[src/pkg/evd_regs.svh]
/*
  constants for the error vector dispatch block: control-block entry
  indices, error source bit positions and timing figures.
  assumes inclusion by bare name from the package and the design files.
*/
`ifndef EVD_REGS_SVH
`define EVD_REGS_SVH

// ============================================================
// control-block entry indices (byte offsets into the table)
`define EVD_IDX_MACHINE_CHECK 9'h004
`define EVD_IDX_KSTACK_INVALID 9'h008
`define EVD_IDX_POWER_FAIL 9'h00C
`define EVD_IDX_SOFT_ERROR 9'h054
`define EVD_IDX_HARD_ERROR 9'h060

// ============================================================
// timing
`define EVD_CLK_PERIOD_NS 25
`define EVD_POWER_FAIL_MS 20

// ============================================================
// error source bit positions in the classifier input vector
`define EVD_SRC_FP 0
`define EVD_SRC_MMGT 1
`define EVD_SRC_UCODE 2
`define EVD_SRC_PC_TAG_RD 3
`define EVD_SRC_PC_DATA_RD 4
`define EVD_SRC_PC_TAG_WR 5
`define EVD_SRC_BC_DATA_RD 6
`define EVD_SRC_BC_TAG_RD 7
`define EVD_SRC_PDAL_PAR_RD 8
`define EVD_SRC_MEM_UNCORR_RD 9
`define EVD_SRC_MEM_CORR 10
`define EVD_SRC_MEM_NONEXIST_RD 11
`define EVD_SRC_MEM_WR_ERR 12
`define EVD_SRC_IOB_PAR_RD 13
`define EVD_SRC_IOB_NONEXIST_TMO 14
`define EVD_SRC_XB_RD_ERR 15
`define EVD_SRC_XB_WR_ERR 16
`define EVD_SRC_WIDTH 17

`endif

[src/pkg/evd_pkg.sv]
/*
  types shared by the error vector dispatch design files.
  assumes evd_regs.svh sits on the include path.
*/
package evd_pkg;
  `include "evd_regs.svh"

  // ============================================================
  // error categories; dispatch priority comes from pick, which ranks kernel stack invalid above machine check
  typedef enum logic [2:0] {
    EVD_CAT_NONE,
    EVD_CAT_CONSOLE_HALT,
    EVD_CAT_MACHINE_CHECK,
    EVD_CAT_KSTACK_INVALID,
    EVD_CAT_POWER_FAIL,
    EVD_CAT_HARD_ERROR,
    EVD_CAT_SOFT_ERROR
  } evd_cat_t;
endpackage

[src/evd_classify.sv]
/*
  combinational classifier: turns one cycle of error source pulses
  with their stream and access qualifiers into three category requests.
  assumes qualifiers are valid in the same cycle as the source pulses.
*/
`timescale 1ns/100ps
`include "evd_regs.svh"
module evd_classify
  import evd_pkg::*;
(
  // error sources
  input wire logic [`EVD_SRC_WIDTH-1:0] i_src,
  // qualifiers
  input wire logic i_istream,
  input wire logic i_masked_bytes,
  input wire logic i_write,
  // categories
  output logic o_mchk,
  output logic o_soft,
  output logic o_hard
);
  wire rd_d = !i_write && !i_istream;
  wire rd_i = !i_write && i_istream;

  wire mchk_sync = i_src[`EVD_SRC_FP] | i_src[`EVD_SRC_MMGT] | i_src[`EVD_SRC_UCODE];
  wire mchk_pc = rd_d & (i_src[`EVD_SRC_PC_TAG_RD] | i_src[`EVD_SRC_PC_DATA_RD]);
  wire soft_pc = (rd_i & (i_src[`EVD_SRC_PC_TAG_RD] | i_src[`EVD_SRC_PC_DATA_RD]))
                 | i_src[`EVD_SRC_PC_TAG_WR];
  wire mchk_bc = !i_write & i_src[`EVD_SRC_BC_DATA_RD];
  wire soft_bc = !i_write & i_src[`EVD_SRC_BC_TAG_RD];
  wire mchk_pdal = rd_d & !i_masked_bytes & i_src[`EVD_SRC_PDAL_PAR_RD];
  wire soft_pdal = !i_write & (i_masked_bytes | i_istream) & i_src[`EVD_SRC_PDAL_PAR_RD];
  wire mchk_mem = (rd_d & i_src[`EVD_SRC_MEM_UNCORR_RD])
                  | (!i_write & i_src[`EVD_SRC_MEM_NONEXIST_RD]);
  wire soft_mem = (rd_i & i_src[`EVD_SRC_MEM_UNCORR_RD]) | i_src[`EVD_SRC_MEM_CORR];
  wire hard_mem = i_src[`EVD_SRC_MEM_WR_ERR];
  wire mchk_iob = (!i_write & i_src[`EVD_SRC_IOB_PAR_RD])
                  | (rd_d & i_src[`EVD_SRC_IOB_NONEXIST_TMO]);
  wire soft_iob = rd_i & i_src[`EVD_SRC_IOB_NONEXIST_TMO];
  wire hard_iob = i_write & i_src[`EVD_SRC_IOB_NONEXIST_TMO];
  wire mchk_xb = i_src[`EVD_SRC_XB_RD_ERR];
  wire hard_xb = i_src[`EVD_SRC_XB_WR_ERR];

  assign o_mchk = mchk_sync | mchk_pc | mchk_bc | mchk_pdal | mchk_mem | mchk_iob | mchk_xb;
  assign o_soft = soft_pc | soft_bc | soft_pdal | soft_mem | soft_iob;
  assign o_hard = hard_mem | hard_iob | hard_xb;
endmodule

[src/evd_dispatch.sv]
/*
  error vector dispatch: latches classified error requests, picks the most
  severe pending one, and either halts to console firmware or fetches the
  handler address from the system control block and hands it to the core.
  assumes a core that acknowledges each dispatch with a one-cycle pulse and
  a memory read port that answers each request with one valid pulse.
*/
// Function
// - synchronous execution errors go to machine check
// - power loss raises power-fail at index 0C
// - asynchronous lossy errors raise hard error
// - non-fatal errors raise soft error at 54
// - stack push fault dispatches kernel stack invalid
// - listed fatal conditions halt to console directly
// - primary cache data-stream read parity: machine check
// - primary cache instruction-stream read parity: soft error
// - primary cache write tag parity: soft error
// - backup data parity check; backup tag soft
// - line parity: unmasked check, masked/instruction soft
// - uncorrectable memory: data check, instruction soft
// - correctable memory errors only soft error
// - nonexistent memory on read: machine check
// - memory write errors raise hard error
// - I/O bus read parity: machine check
// - I/O bus timeout: check, soft, hard
// - expansion bus reads check, writes hard
// - machine check leaves instruction retry possible
// - DMA errors use the device's own interrupt
`timescale 1ns/100ps
`include "evd_regs.svh"
module evd_dispatch
  import evd_pkg::*;
#(
  parameter int ADDR_W = 32,
  parameter int POWER_FAIL_CYCLES = (`EVD_POWER_FAIL_MS * 1000000) / `EVD_CLK_PERIOD_NS
)
(
  // clock and reset
  input wire logic i_clk_sys,
  input wire logic i_rst_n,
  // error detectors
  input wire logic [`EVD_SRC_WIDTH-1:0] i_err_src,
  input wire logic i_err_istream,
  input wire logic i_err_masked_bytes,
  input wire logic i_err_write,
  input wire logic i_power_good,
  input wire logic i_kstack_push_fault,
  input wire logic i_halt_cond,
  // control block base and table read port
  input wire logic [ADDR_W-1:0] i_system_control_block_base,
  input wire logic i_rd_valid,
  input wire logic [ADDR_W-1:0] i_rd_data,
  output logic o_rd_req,
  output logic [ADDR_W-1:0] o_rd_addr,
  // core handoff
  input wire logic i_core_ack,
  output logic o_dispatch,
  output logic [ADDR_W-1:0] o_handler,
  output logic [8:0] o_index,
  output logic o_console_halt,
  output logic o_hold_retry,
  output logic o_power_window
);
  typedef enum logic [1:0] {EVD_ST_IDLE, EVD_ST_FETCH, EVD_ST_WAIT, EVD_ST_HAND} evd_st_t;

  // ============================================================
  // classification
  logic cls_mchk;
  logic cls_soft;
  logic cls_hard;

  evd_classify u_classify (
    .i_src(i_err_src),
    .i_istream(i_err_istream),
    .i_masked_bytes(i_err_masked_bytes),
    .i_write(i_err_write),
    .o_mchk(cls_mchk),
    .o_soft(cls_soft),
    .o_hard(cls_hard)
  );

  function automatic logic [8:0] evd_index(input evd_cat_t c);
    case (c)
      EVD_CAT_MACHINE_CHECK: evd_index = `EVD_IDX_MACHINE_CHECK;
      EVD_CAT_KSTACK_INVALID: evd_index = `EVD_IDX_KSTACK_INVALID;
      EVD_CAT_POWER_FAIL: evd_index = `EVD_IDX_POWER_FAIL;
      EVD_CAT_HARD_ERROR: evd_index = `EVD_IDX_HARD_ERROR;
      EVD_CAT_SOFT_ERROR: evd_index = `EVD_IDX_SOFT_ERROR;
      default: evd_index = 9'h000;
    endcase
  endfunction

  // ============================================================
  // pending requests; a new event wins over the clear in the same cycle
  logic mchk_q, soft_q, hard_q, ksnv_q, pwr_q, halt_q, pg_q;
  evd_st_t st_q;
  evd_cat_t cat_q;

  wire pwr_drop = pg_q && !i_power_good;
  wire busy = st_q != EVD_ST_IDLE;
  wire start = !busy && !halt_q;
  // double error: a machine check seen while one is already in service
  wire dbl_err = cls_mchk && busy && cat_q == EVD_CAT_MACHINE_CHECK;

  evd_cat_t pick;
  assign pick = ksnv_q ? EVD_CAT_KSTACK_INVALID :
                mchk_q ? EVD_CAT_MACHINE_CHECK :
                pwr_q ? EVD_CAT_POWER_FAIL :
                hard_q ? EVD_CAT_HARD_ERROR :
                soft_q ? EVD_CAT_SOFT_ERROR : EVD_CAT_NONE;
  wire take = start && pick != EVD_CAT_NONE;
  wire taken_mchk = take && pick == EVD_CAT_MACHINE_CHECK;
  wire taken_soft = take && pick == EVD_CAT_SOFT_ERROR;
  wire taken_hard = take && pick == EVD_CAT_HARD_ERROR;
  wire taken_ksnv = take && pick == EVD_CAT_KSTACK_INVALID;
  wire taken_pwr = take && pick == EVD_CAT_POWER_FAIL;

  always_ff @(posedge i_clk_sys) begin
    if (!i_rst_n) begin
      mchk_q <= 1'b0;
      soft_q <= 1'b0;
      hard_q <= 1'b0;
      ksnv_q <= 1'b0;
      pwr_q <= 1'b0;
      halt_q <= 1'b0;
      pg_q <= 1'b1;
    end else begin
      mchk_q <= cls_mchk | (mchk_q & !taken_mchk);
      soft_q <= cls_soft | (soft_q & !taken_soft);
      hard_q <= cls_hard | (hard_q & !taken_hard);
      ksnv_q <= i_kstack_push_fault | (ksnv_q & !taken_ksnv);
      pwr_q <= pwr_drop | (pwr_q & !taken_pwr);
      halt_q <= halt_q | i_halt_cond | dbl_err;
      pg_q <= i_power_good;
    end
  end

  // ============================================================
  // dispatch sequence
  evd_st_t st_d;
  wire [ADDR_W-1:0] entry_addr = i_system_control_block_base + ADDR_W'(evd_index(pick));

  always_comb begin
    st_d = st_q;
    case (st_q)
      EVD_ST_IDLE: if (take) st_d = EVD_ST_FETCH;
      EVD_ST_FETCH: st_d = EVD_ST_WAIT;
      EVD_ST_WAIT: if (i_rd_valid) st_d = EVD_ST_HAND;
      EVD_ST_HAND: if (i_core_ack) st_d = EVD_ST_IDLE;
      default: st_d = EVD_ST_IDLE;
    endcase
  end

  logic rd_req_q, dispatch_q, halt_out_q, retry_q;
  logic [ADDR_W-1:0] rd_addr_q, handler_q;
  logic [8:0] index_q;

  always_ff @(posedge i_clk_sys) begin
    if (!i_rst_n) begin
      st_q <= EVD_ST_IDLE;
      cat_q <= EVD_CAT_NONE;
      rd_req_q <= 1'b0;
      rd_addr_q <= '0;
      handler_q <= '0;
      index_q <= 9'h000;
      dispatch_q <= 1'b0;
      halt_out_q <= 1'b0;
      retry_q <= 1'b0;
    end else begin
      st_q <= st_d;
      rd_req_q <= take;
      halt_out_q <= halt_q;
      if (take) begin
        cat_q <= pick;
        rd_addr_q <= entry_addr;
        index_q <= evd_index(pick);
        retry_q <= pick == EVD_CAT_MACHINE_CHECK;
      end else if (st_q == EVD_ST_HAND && i_core_ack) begin
        cat_q <= EVD_CAT_NONE;
        retry_q <= 1'b0;
      end
      if (st_q == EVD_ST_WAIT && i_rd_valid) begin
        handler_q <= i_rd_data;
        dispatch_q <= 1'b1;
      end else if (i_core_ack) begin
        dispatch_q <= 1'b0;
      end
    end
  end

  // ============================================================
  // power-fail save window count; a full 20 ms count is long for simulation
  logic [31:0] pw_cnt_q;
  logic pw_win_q;
  always_ff @(posedge i_clk_sys) begin
    if (!i_rst_n) begin
      pw_cnt_q <= 32'h0;
      pw_win_q <= 1'b0;
    end else if (pwr_drop) begin
      pw_cnt_q <= 32'(POWER_FAIL_CYCLES);
      pw_win_q <= 1'b1;
    end else if (pw_cnt_q != 32'h0) begin
      pw_cnt_q <= pw_cnt_q - 32'h1;
      pw_win_q <= pw_cnt_q != 32'h1;
    end
  end

  // DMA errors travel on the device's own interrupt, never through here
  assign o_rd_req = rd_req_q;
  assign o_rd_addr = rd_addr_q;
  assign o_dispatch = dispatch_q;
  assign o_handler = handler_q;
  assign o_index = index_q;
  assign o_console_halt = halt_out_q;
  assign o_hold_retry = retry_q;
  assign o_power_window = pw_win_q;
endmodule

[config.mk]
export PLATFORM = sky130hd
export DESIGN_NAME = evd_dispatch
export DESIGN_NICKNAME = d
export VERILOG_FILES = /design/src/pkg/evd_pkg.sv /design/src/evd_classify.sv /design/src/evd_dispatch.sv
export VERILOG_INCLUDE_DIRS = /design/src /design/src/pkg
export SDC_FILE = /design/constraint.sdc
export NUM_CORES = 1
export LEC_CHECK = 0
export ABC_AREA = 1
export BUFFER_PORTS_ARGS = -buffer_cell sky130_fd_sc_hd__buf_2
export CAP_MARGIN = 20
export CORE_UTILIZATION = 45
export DETAILED_ROUTE_END_ITERATION = 12
export PLACE_DENSITY = 0.7
export SETUP_SLACK_MARGIN = 0.1
export SYNTH_ARGS = -nofsm -noshare
export SYNTH_HDL_FRONTEND = slang
export SYNTH_HIERARCHICAL = 1
export SYNTH_SLANG_ARGS = --single-unit
[constraint.sdc]
create_clock -name i_clk_sys -period 5.6 [get_ports i_clk_sys]
set_input_delay 0.84 -clock i_clk_sys [delete_from_list [all_inputs] [get_ports i_clk_sys]]
set_output_delay 0.84 -clock i_clk_sys [all_outputs]
set_load 0.01 [all_outputs]
==> results of run 1 <==
[cell families (layout without fill, tap and decap cells)]
family                     after synthesis  in the layout  synth area share
xor gates and xnor gates                16             16            0.0223
AOI/OAI and AO/OA                      107            107            0.0906
adders and majority gates               11             11            0.0231
other                                    1              4          0.000596
buffers and inverters                  140            307            0.0920
and+or+nand+nor                        601            601             0.396
DFF                                    118            118             0.375
[cell usage after synthesis, types with 2 or more instances]
| library cell | count | share of area |
|---|---|---|
| inv_2 | 5 | 0.0030 |
| o21ai_1 | 3 | 0.0024 |
| nor3_1 | 5 | 0.0040 |
| nand4_1 | 9 | 0.0089 |
| buf_2 | 6 | 0.0048 |
| o211ai_1 | 2 | 0.0024 |
| xor2_1 | 7 | 0.0097 |
| o21ai_0 | 57 | 0.045 |
| inv_1 | 104 | 0.062 |
| nor2_2 | 7 | 0.0070 |
| buf_6 | 3 | 0.0054 |
| nand3_1 | 64 | 0.051 |
| buf_4 | 6 | 0.0072 |
| ha_1 | 10 | 0.020 |
| a21oi_1 | 35 | 0.028 |
| nand3b_1 | 10 | 0.012 |
| clkbuf_1 | 15 | 0.0089 |
| dfxtp_1 | 118 | 0.38 |
| nand2_4 | 2 | 0.0036 |
| xnor2_1 | 9 | 0.013 |
| nand2_1 | 277 | 0.17 |
| nor2_1 | 211 | 0.13 |
| a31oi_1 | 5 | 0.0050 |
| nor2_4 | 2 | 0.0036 |
| nand2_2 | 9 | 0.0089 |
[path summary, 6_finish.rpt]
path	endpoint	cells after the start
max	o_rd_addr[11]	10
min	o_dispatch	2
max reg2reg	o_rd_addr[11]	10
min reg2reg	o_dispatch	2
[power by group]
part / switching [W] / internal [W]
clock: 0.000432 / 0.000665
combinational: 0.000659 / 0.000367
sequential: 0.000103 / 0.00102
[per-layer routing]
layer / track usage / share of wire
met1: 0.320 / 0.48
met2: 0.366 / 0.43
met3: 0.0557 / 0.070
met4: 0.0864 / 0.017
met5: 0 / 0
[layout make-up]
cell class	instances	area (µm²)
Tap cell	176	220
Sequential cell	118	2360
Inverter	110	414
Timing Repair Buffer	165	828
Clock inverter	15	169
Fill cell	1365	5670
Multi-Input combinational cell	739	3360
Clock buffer	17	425
[flip-flops by register name (all words and copies together) (netlist names)]
signal and cells:
o_rd_addr 32, ksnv_q 1, pwr_q 1, hard_q 1
o_index 5, mchk_q 1, pg_q 1, st_q 2
o_rd_req 1, cat_q 3, o_power_window 1, o_console_halt 1
o_handler 32, pw_cnt_q 32, o_dispatch 1, o_hold_retry 1
soft_q 1, halt_q 1
[stage by stage]
| stage | worst slack, ns | area (µm²) | instances | hold WS, ns | utilization |
|---|---|---|---|---|---|
| 3_3_place_gp | 2.83 | 7190 | 1308 | 0.450 | 0.534 |
| 6_report | 3.09 | 7780 | 1340 | 0.464 | 0.579 |
| 4_1_cts | 3.07 | 7780 | 1340 | 0.464 | 0.579 |
| 3_5_place_dp | 2.74 | 7190 | 1308 | 0.455 | 0.534 |
| 5_1_grt | 2.80 | 7780 | 1340 | 0.482 | 0.579 |
| 2_1_floorplan | 3.32 | 6310 | 997 | 0.432 | - |
[critical path: stages, from the launching register on]
cell and delay [ns]:
dfxtp_1 0.33, inv_1 0.08, ha_1 0.22, inv_1 0.09, nor2_2 0.17, nand2_4 0.16, inv_2 0.66, nand2_2 0.47
nand2_1 0.15, o21ai_0 0.09, inv_1 0.05
==> results.md, run 1 <==
* Worst slew pin tran at 0.955 ns
* Hold_sp: o_dispatch
* Synthesized flop and latch total at 118
* Layout cells sized above 1 at 0.195
* Nets at 1253
* Cell Pwr Density at 416 nW/µm²
* CTS tree: done
* Post-synth EDFFs at 0
* Routed vias at 6481
* Number of vias per cell at 4.84
* Crit-path max FO at 50
* DRC viols at 0
* GRT Util Overall at 0.237
* Tot Pwr at 0.00324 W
* Setup TNS at 0 ns
* Most frequent cells in the layout: 277 x nand2_1, 211 x nor2_1, 164 x buf_2
* Hold-fix buffers, CTS at 0
* Post_cts resized at 0
* Final hold vios at 0
* Global route overflow at 0
* # rows at 42
* CP Launch Type: flip-flop
* Gpl congestion at 0.942
* Core area at 13500 µm²
* N_diodes at 0
* Commonest non-fill, non-tap cell in the layout: nand2_1
* Starting DRT DRC Count at 409
* Routed len/inst at 12.5 µm
* Post-synth ARST share at 0
* Number of unique standard cell types used by synthesis at 38
* Maximum VDD drop at 0.000254 V
* Leakage power at 4.09 nW
* Outcome: complete, no violations
* Clk pin slew, worst setup/hold paths at 0.06 ns
* Setup Skew at 0.00958 ns
* Post-CTS setup repair buffer count at 0
* Ports at 169
* Unrepaired setup endpoints after global routing: no
* Ys flop type: dfxtp_1
* Placed wire-length estimate at 12500 µm
* First-pass DRT Iterations at 5
* Die height at 120 µm
* First-pass GRT wire length at 27300 µm
* Fmax at 398 MHz
* Root buf cell: clkbuf_16
* Clk sink count at 118
* Synth Instances at 994
* CP arrival at 2.88 ns
* R2R Setup Slk at 3.09 ns
* Mapped Area at 6290 µm²
* Num CTS Buffers at 17
* Vias in the first global route at 5853
* Area growth from synthesis to layout at 23.7%
* Relative slew margins at 0.362
* CTS max path bufs at 2
* Setup crit end kind: flip-flop
* Worst setup path class: flip-flop to flip-flop
* Die width at 120 µm
* H-tree levels at 4
* Routed Antenna Nets at 0
* Routed wire length at 16700 µm
* Die area at 14500 µm²
* Initial antenna violation count at 0
* Largest net degree at the start of global routing at 69
* Initial Util at 0.468
* Hold Path Class: flip-flop to flip-flop
* Data required, critical path at 5.96 ns
* Period utilisation layout at 0.449
* Final setup violation count at 0
* Crit path time final at 2.51 ns
* Clk_lat worst skew at 0.42 ns
* Worst r2r src: st_q[0]
* Max-slew violations at 0
* Crit path from: st_q[0]
* Seq/Total Area, Yosys at 0.375
* IO Port Bufs at 164
* Syn Area/Cell at 6.33 µm²
* # Max-Cap Violations at 0
* Syn. warnings at 6
Note: power is estimated with default switching activity, not from simulation.
==> run 2, diff against run 1 <==
==> constraint.sdc (replaced) <==
create_clock -name i_clk_sys -period 2.45 [get_ports i_clk_sys]
set_input_delay 0.3675 -clock i_clk_sys [delete_from_list [all_inputs] [get_ports i_clk_sys]]
set_output_delay 0.3675 -clock i_clk_sys [all_outputs]
set_load 0.01 [all_outputs]
==> run 2 against run 1 <==
Net effect:
- via count grew 1.1%
- maximum frequency rose by 14%
- flip-flop and latch count did not move
- first-iteration DRC count rose by 1.5%
- final cell count grew 0.45%
- wire length rose by 2.2%
- clock power up 140%
- total power increased by 130%
- register-to-register slack worse by 2.8 ns
- global-route usage increased by 0.15 points
- critical path type unchanged
- highest routed layer unchanged
==> results.md, run 2 (same netlist as run 1, synthesis figures left out) <==
* Initial Util at 0.468 (unchanged)
* N_diodes at 0 (unchanged)
* Clock share of power at 0.343 (was 0.338)
* Sequential share of power at 0.339 (was 0.345)
* Unrepaired setup endpoints after global routing: no (unchanged)
* Routed wire length at 17100 µm (was 16700 µm)
* Final hold vios at 0 (unchanged)
* Comb pwr share at 0.319 (was 0.316)
* Crit path time final at 2.21 ns (was 2.51 ns)
* Worst r2r src: pwr_q (was st_q[0])
* Slowest cell on the critical path: fa_2 (was inv_2)
* Core area at 13500 µm² (unchanged)
* Post-place setup slack at 0.123 ns (was 2.74 ns)
* Gpl congestion at 0.892 (was 0.942)
* Routed Antenna Nets at 0 (unchanged)
* Area growth from synthesis to layout at 25.5% (was 23.7%)
* Most frequent cells in the layout: 274 x nand2_1, 210 x nor2_1, 164 x buf_2 (was 277 x nand2_1, 211 x nor2_1, 164 x buf_2)
* GRT Util Overall at 0.238 (was 0.237)
* CP max stage delay at 0.40 ns (was 0.66 ns)
* # Max-Cap Violations at 0 (unchanged)
* CTS max path bufs at 2 (unchanged)
* Clk pin slew, worst setup/hold paths at 0.05 ns (was 0.06 ns)
* Setup WS post-layout at 0.242 ns (was 3.09 ns)
* Clk_lat worst skew at 0.41 ns (was 0.42 ns)
* Crit path top cell by count: nand2_1 (was inv_1)
* CTS tree: done (unchanged)
* Max-slew violations at 0 (unchanged)
* Die height at 120 µm (unchanged)
* Die width at 120 µm (unchanged)
* CP arrival at 2.53 ns (was 2.88 ns)
* Relative slew margins at 0.355 (was 0.362)
* Switching Power at 0.00262 W (was 0.00119 W)
* Starting DRT DRC Count at 415 (was 409)
* Setup crit end kind: flip-flop (unchanged)
* Nets at 1260 (was 1253)
* Layout cells sized above 1 at 0.206 (was 0.195)
* Global route overflow at 0 (unchanged)
* Die area at 14500 µm² (unchanged)
* # rows at 42 (unchanged)
* Leakage power at 4.14 nW (was 4.09 nW)
* Crit path from: pwr_q (was st_q[0])
* Ports at 169 (unchanged)
* Routed len/inst at 12.7 µm (was 12.5 µm)
* Maximum VDD drop at 0.000493 V (was 0.000254 V)
* Worst-path cell chain: nor3_4, o31ai_2, ha_2, fa_2, nand2_1, nand2_1, nand2_2, inv_1, nand2_1, nand2_2, buf_4, nand2_1, nand3_1, nand2_1, inv_1 (was inv_1, ha_1, inv_1, nor2_2, nand2_4, inv_2, nand2_2, nand2_1, o21ai_0, inv_1)
* Crit-path max FO at 6 (was 50)
* Final setup violation count at 0 (unchanged)
* Outcome: complete, no violations (unchanged)
* Sw Share at 0.347 (was 0.369)
* Number of vias per cell at 4.87 (was 4.84)
* Fmax at 453 MHz (was 398 MHz)
* Placed wire-length estimate at 12700 µm (was 12500 µm)
* Num CTS Buffers at 17 (unchanged)
* Data required, critical path at 2.77 ns (was 5.96 ns)
* Vias in the first global route at 5734 (was 5853)
* Commonest non-fill, non-tap cell in the layout: nand2_1 (unchanged)
* Period utilisation layout at 0.901 (was 0.449)
* DRC viols at 0 (unchanged)
* Setup Skew at 0.00708 ns (was 0.00958 ns)
* Clk sink count at 118 (unchanged)
* Worst slew pin tran at 0.966 ns (was 0.955 ns)
* Worst setup path class: flip-flop to flip-flop (unchanged)
* Total internal power at 0.00495 W (was 0.00205 W)
* IO Port Bufs at 164 (unchanged)
* Cell Pwr Density at 958 nW/µm² (was 416 nW/µm²)
* Hold slack at 0.148 ns (was 0.464 ns)
* Setup TNS at 0 ns (unchanged)
* First-pass DRT Iterations at 7 (was 5)
* CP Launch Type: flip-flop (unchanged)
* Hold Path Class: input port to flip-flop (was flip-flop to flip-flop)
* Routed vias at 6550 (was 6481)
* Largest net degree at the start of global routing at 54 (was 69)
* Initial antenna violation count at 0 (unchanged)
* Hold_sp: i_power_good (was o_dispatch)
* First-pass GRT wire length at 27400 µm (was 27300 µm)
* H-tree levels at 4 (unchanged)
* Root buf cell: clkbuf_16 (unchanged)
## run 2: path summary, 6_finish.rpt
kind,end,slack [ns],cells after the start
max reg2reg,o_rd_addr[10],0.24,15
min,pg_q,0.15,3
max,o_rd_addr[10],0.24,15
min reg2reg,cat_q[2],0.46,2
## run 2: power by group through the flow
| stage | logic (W) | registers, W | clock network, W |
|---|---|---|---|
| finish | 0.00241 | 0.00256 | 0.00259 |
| global route | 0.00274 | 0.00260 | 0.00272 |
| CTS | 0.00240 | 0.00256 | 0.00264 |
| detailed placement | 0.00239 | 0.00258 | 0 |
| global placement | 0.00237 | 0.00258 | 0 |
| floorplan | 0.00152 | 0.00270 | 0 |
## run 2: final cells by class
type	count	area [µm²]
well taps	176	220
multi-input cells	739	3390
fillers	1318	5550
repair buffers	172	893
clock buffers	22	464
flip-flops and latches	118	2370
clock inverters	9	150
inverters	110	414
## run 2: worst max-delay path, delay by kind of cell, from the launching register on
kind | cells | cell delay, ns
AO/OA/AOI/OAI | 1 | 0.09
adder cells (fa/ha/maj) | 2 | 0.61
AND/OR/NAND/NOR | 9 | 0.82
flip-flops | 1 | 0.36
buffers and inverters | 3 | 0.24
## run 2: repair_timing
item | 4_1_cts | 5_1_grt
setup buffers | 0 | 3
hold buffers | 0 | 0
endpoints found under the setup margin | 0 | 13
hold endpoints to repair | 0 | 0
gates resized for setup | 0 | 13
## run 2: per-layer routing
metal / track usage / wire, µm / vias to the layer above
li1: - / - / 3423
met1: 0.329 / 8240 / 2873
met2: 0.361 / 7240 / 239
met3: 0.0566 / 1340 / 15
met4: 0.0826 / 260 / 0
met5: 0 / 0 / -
## run 2: through the flow
| step | cell area (µm²) | instances | util | power, W |
|---|---|---|---|---|
| finish | 7900 | 1346 | 0.587 | 0.00757 |
| global route | 7900 | 1346 | 0.587 | 0.00807 |
| CTS | 7850 | 1343 | 0.583 | 0.00760 |
| detailed placement | 7230 | 1312 | 0.538 | 0.00497 |
| global placement | 7230 | 1312 | 0.538 | 0.00495 |
| floorplan | 6310 | 997 | - | 0.00422 |
==> run 3, diff against run 2 <==
--- a/config.mk
+++ b/config.mk
@@ -7,11 +7,10 @@
 export NUM_CORES = 1
 export LEC_CHECK = 0
 export ABC_AREA = 1
-export BUFFER_PORTS_ARGS = -buffer_cell sky130_fd_sc_hd__buf_2
 export CAP_MARGIN = 20
 export CORE_UTILIZATION = 45
 export DETAILED_ROUTE_END_ITERATION = 12
-export PLACE_DENSITY = 0.7
+export DONT_BUFFER_PORTS = 1
 export SETUP_SLACK_MARGIN = 0.1
 export SYNTH_ARGS = -nofsm -noshare
 export SYNTH_HDL_FRONTEND = slang
==> constraint.sdc (replaced) <==
create_clock -name i_clk_sys -period 2.45 [get_ports i_clk_sys]
set_input_delay 0.245 -clock i_clk_sys [delete_from_list [all_inputs] [get_ports i_clk_sys]]
set_output_delay 0.245 -clock i_clk_sys [all_outputs]
set_load 0.01 [all_outputs]
==> run 3 against run 2 <==
Net effect:
- global-route usage about the same
- register-to-register slack gained 0.06 ns
- sequential power is 8.2% higher
- sequential share of layout area increased by 2.5 points
- highest routed layer unchanged
- clock skew rose by 0.0041 ns
- critical path depth decreased by 1
- count of clock-buffer cells in the layout shrank 4
- hold slack got worse by 0.14 ns
- setup slack gained 0.055 ns
- utilization decreased by 4.5 points
==> results.md, run 3 (same netlist as run 1, synthesis figures left out) <==
* Data required, critical path at 2.77 ns (about the same)
* Outcome: complete, no violations (unchanged)
* Routed Antenna Nets at 0 (unchanged)
* CP max stage delay at 0.41 ns (was 0.40 ns)
* Number of vias per cell at 4.97 (was 4.87)
* # rows at 42 (unchanged)
* CP arrival at 2.47 ns (was 2.53 ns)
* Hold Path Class: input port to flip-flop (unchanged)
* Ports at 169 (unchanged)
* Die area at 14500 µm² (unchanged)
* Gpl congestion at 0.876 (was 0.892)
* Die width at 120 µm (unchanged)
* Final setup violation count at 0 (unchanged)
* Layout cells sized above 1 at 0.0798 (was 0.206)
* Period utilisation layout at 0.878 (was 0.901)
* Final hold vios at 0 (unchanged)
* Largest delay share family, worst path: simple AND/OR/NAND/NOR gates (unchanged)
* First-pass GRT wire length at 27200 µm (was 27400 µm)
* Maximum VDD drop at 0.000479 V (was 0.000493 V)
* FF/Latch Area at 2370 µm² (about the same)
* Global route overflow at 0 (unchanged)
* Routed vias at 5984 (was 6550)
* Worst slew pin tran at 1.00 ns (was 0.966 ns)
* Core area at 13500 µm² (unchanged)
* CP Launch Type: flip-flop (unchanged)
* Routed wire length at 17000 µm (was 17100 µm)
* Clk pin slew, worst setup/hold paths at 0.06 ns (was 0.05 ns)
* Post-place setup slack at 0.0586 ns (was 0.123 ns)
* Clk sink count at 118 (unchanged)
* Worst-path cell chain: nor3_4, o31ai_2, ha_2, fa_2, nand2_1, nand2_2, nand2_2, inv_1, nand2_1, nand2_2, nand3b_1, nand3_1, nand2_1, inv_1 (was nor3_4, o31ai_2, ha_2, fa_2, nand2_1, nand2_1, nand2_2, inv_1, nand2_1, nand2_2, buf_4, nand2_1, nand3_1, nand2_1, inv_1)
* Num CTS Buffers at 17 (unchanged)
* Max-slew violations at 0 (unchanged)
* Initial Util at 0.468 (unchanged)
* Starting DRT DRC Count at 275 (was 415)
* Commonest non-fill, non-tap cell in the layout: nand2_1 (unchanged)
* Area of the multi-input gates at 3390 µm² (about the same)
* Placed wire-length estimate at 12300 µm (was 12700 µm)
* H-tree levels at 4 (unchanged)
* Unrepaired setup endpoints after global routing: no (unchanged)
* Top Usage Layer GRT: met2 (unchanged)
* Cell Pwr Density at 1000 nW/µm² (was 958 nW/µm²)
* Nets at 1116 (was 1260)
* IO Port Bufs at 0 (was 164)
* Initial antenna violation count at 0 (unchanged)
* Most frequent cells in the layout: 273 x nand2_1, 210 x nor2_1, 116 x dfxtp_1 (was 274 x nand2_1, 210 x nor2_1, 164 x buf_2)
* Vias in the first global route at 5704 (was 5734)
* # Max-Cap Violations at 0 (unchanged)
* GRT Util Overall at 0.238 (about the same)
* Worst setup path class: flip-flop to flip-flop (unchanged)
* Crit path time final at 2.15 ns (was 2.21 ns)
* Die height at 120 µm (unchanged)
* Area growth from synthesis to layout at 15.9% (was 25.5%)
* N_diodes at 0 (unchanged)
* Largest net degree at the start of global routing at 50 (was 54)
* Relative slew margins at 0.332 (was 0.355)
* Root buf cell: clkbuf_16 (unchanged)
* GRT met2 Usage at 0.401 (was 0.361)
* DRC viols at 0 (unchanged)
* Leakage power at 3.50 nW (was 4.14 nW)
* CTS tree: done (unchanged)
* Setup WS post-layout at 0.298 ns (was 0.242 ns)
* Fillcell total at 1405 (was 1318)
* CTS max path bufs at 2 (unchanged)
* GR Layer Usage met1 at 0.289 (was 0.329)
* Slowest cell on the critical path: fa_2 (unchanged)
* Fmax at 465 MHz (was 453 MHz)
* Buf+Inv Stages, Crit Path at 2 (was 3)
* Routed len/inst at 14.1 µm (was 12.7 µm)
* Clk_lat worst skew at 0.42 ns (was 0.41 ns)
* Setup crit end kind: flip-flop (unchanged)
* Setup TNS at 0 ns (unchanged)
* Crit-path max FO at 6 (unchanged)
* Setup Skew at 0.0112 ns (was 0.00708 ns)
* First-pass DRT Iterations at 5 (was 7)
* GR Util met3 at 0.0741 (was 0.0566)
-- run 3: cell count changes in the layout (fill, tap and decap cells not counted), sizes merged --
cell and change:
clkinv +1, inv +3, buf -162, dlygate4sd3 +18, clkbuf -4, clkinvlp +1
-- run 3: path summary, 6_finish.rpt --
path         slack, ns  depth (start not counted)                           start             end
max               0.30                         14                          hard_q   o_rd_addr[26]
min               0.01                          2  i_system_control_block_base[8]    o_rd_addr[8]
max reg2reg       0.30                         14                          hard_q   o_rd_addr[26]
min reg2reg       0.46                          2                          halt_q  o_console_halt
-- run 3: cell type report --
class / count / share of cell area
well taps: 176 / 0.0302
clock buffers: 18 / 0.0602
flip-flops and latches: 118 / 0.324
clock inverters: 14 / 0.0269
inverters: 110 / 0.0567
multi-input cells: 739 / 0.465
repair buffers: 28 / 0.0367
-- run 3: repair_timing --
action                                 in CTS  in global routing
hold buffers                               19                  0
endpoints found under the hold margin      51                  0
setup endpoints to repair                   3                 19
pin swaps                                   1                  4
resized for setup                           2                 10
setup buffers                               1                  3
-- run 3: through the flow --
step	hold WS, ns	utilization	power [W]	cells	area (µm²)
floorplan	0.342	-	0.00422	997	6310
global placement	0.330	0.476	0.00461	1148	6400
detailed placement	0.339	0.476	0.00462	1148	6400
CTS	0.000331	0.539	0.00735	1200	7250
global route	0.00261	0.543	0.00779	1203	7300
finish	0.0109	0.543	0.00731	1203	7300
-- run 3: routing by layer --
metal	up-vias	share of wire
met2	154	0.47
met3	6	0.073
li1	3139	-
met4	0	0.0084
met1	2685	0.45
met5	-	0
-- run 3: report_power, final --
part,internal (W),switching [W]
Clock,0.00174,0.000934
Combinational,0.000658,0.00121
Sequential,0.00232,0.000451
Total,0.00472,0.00259
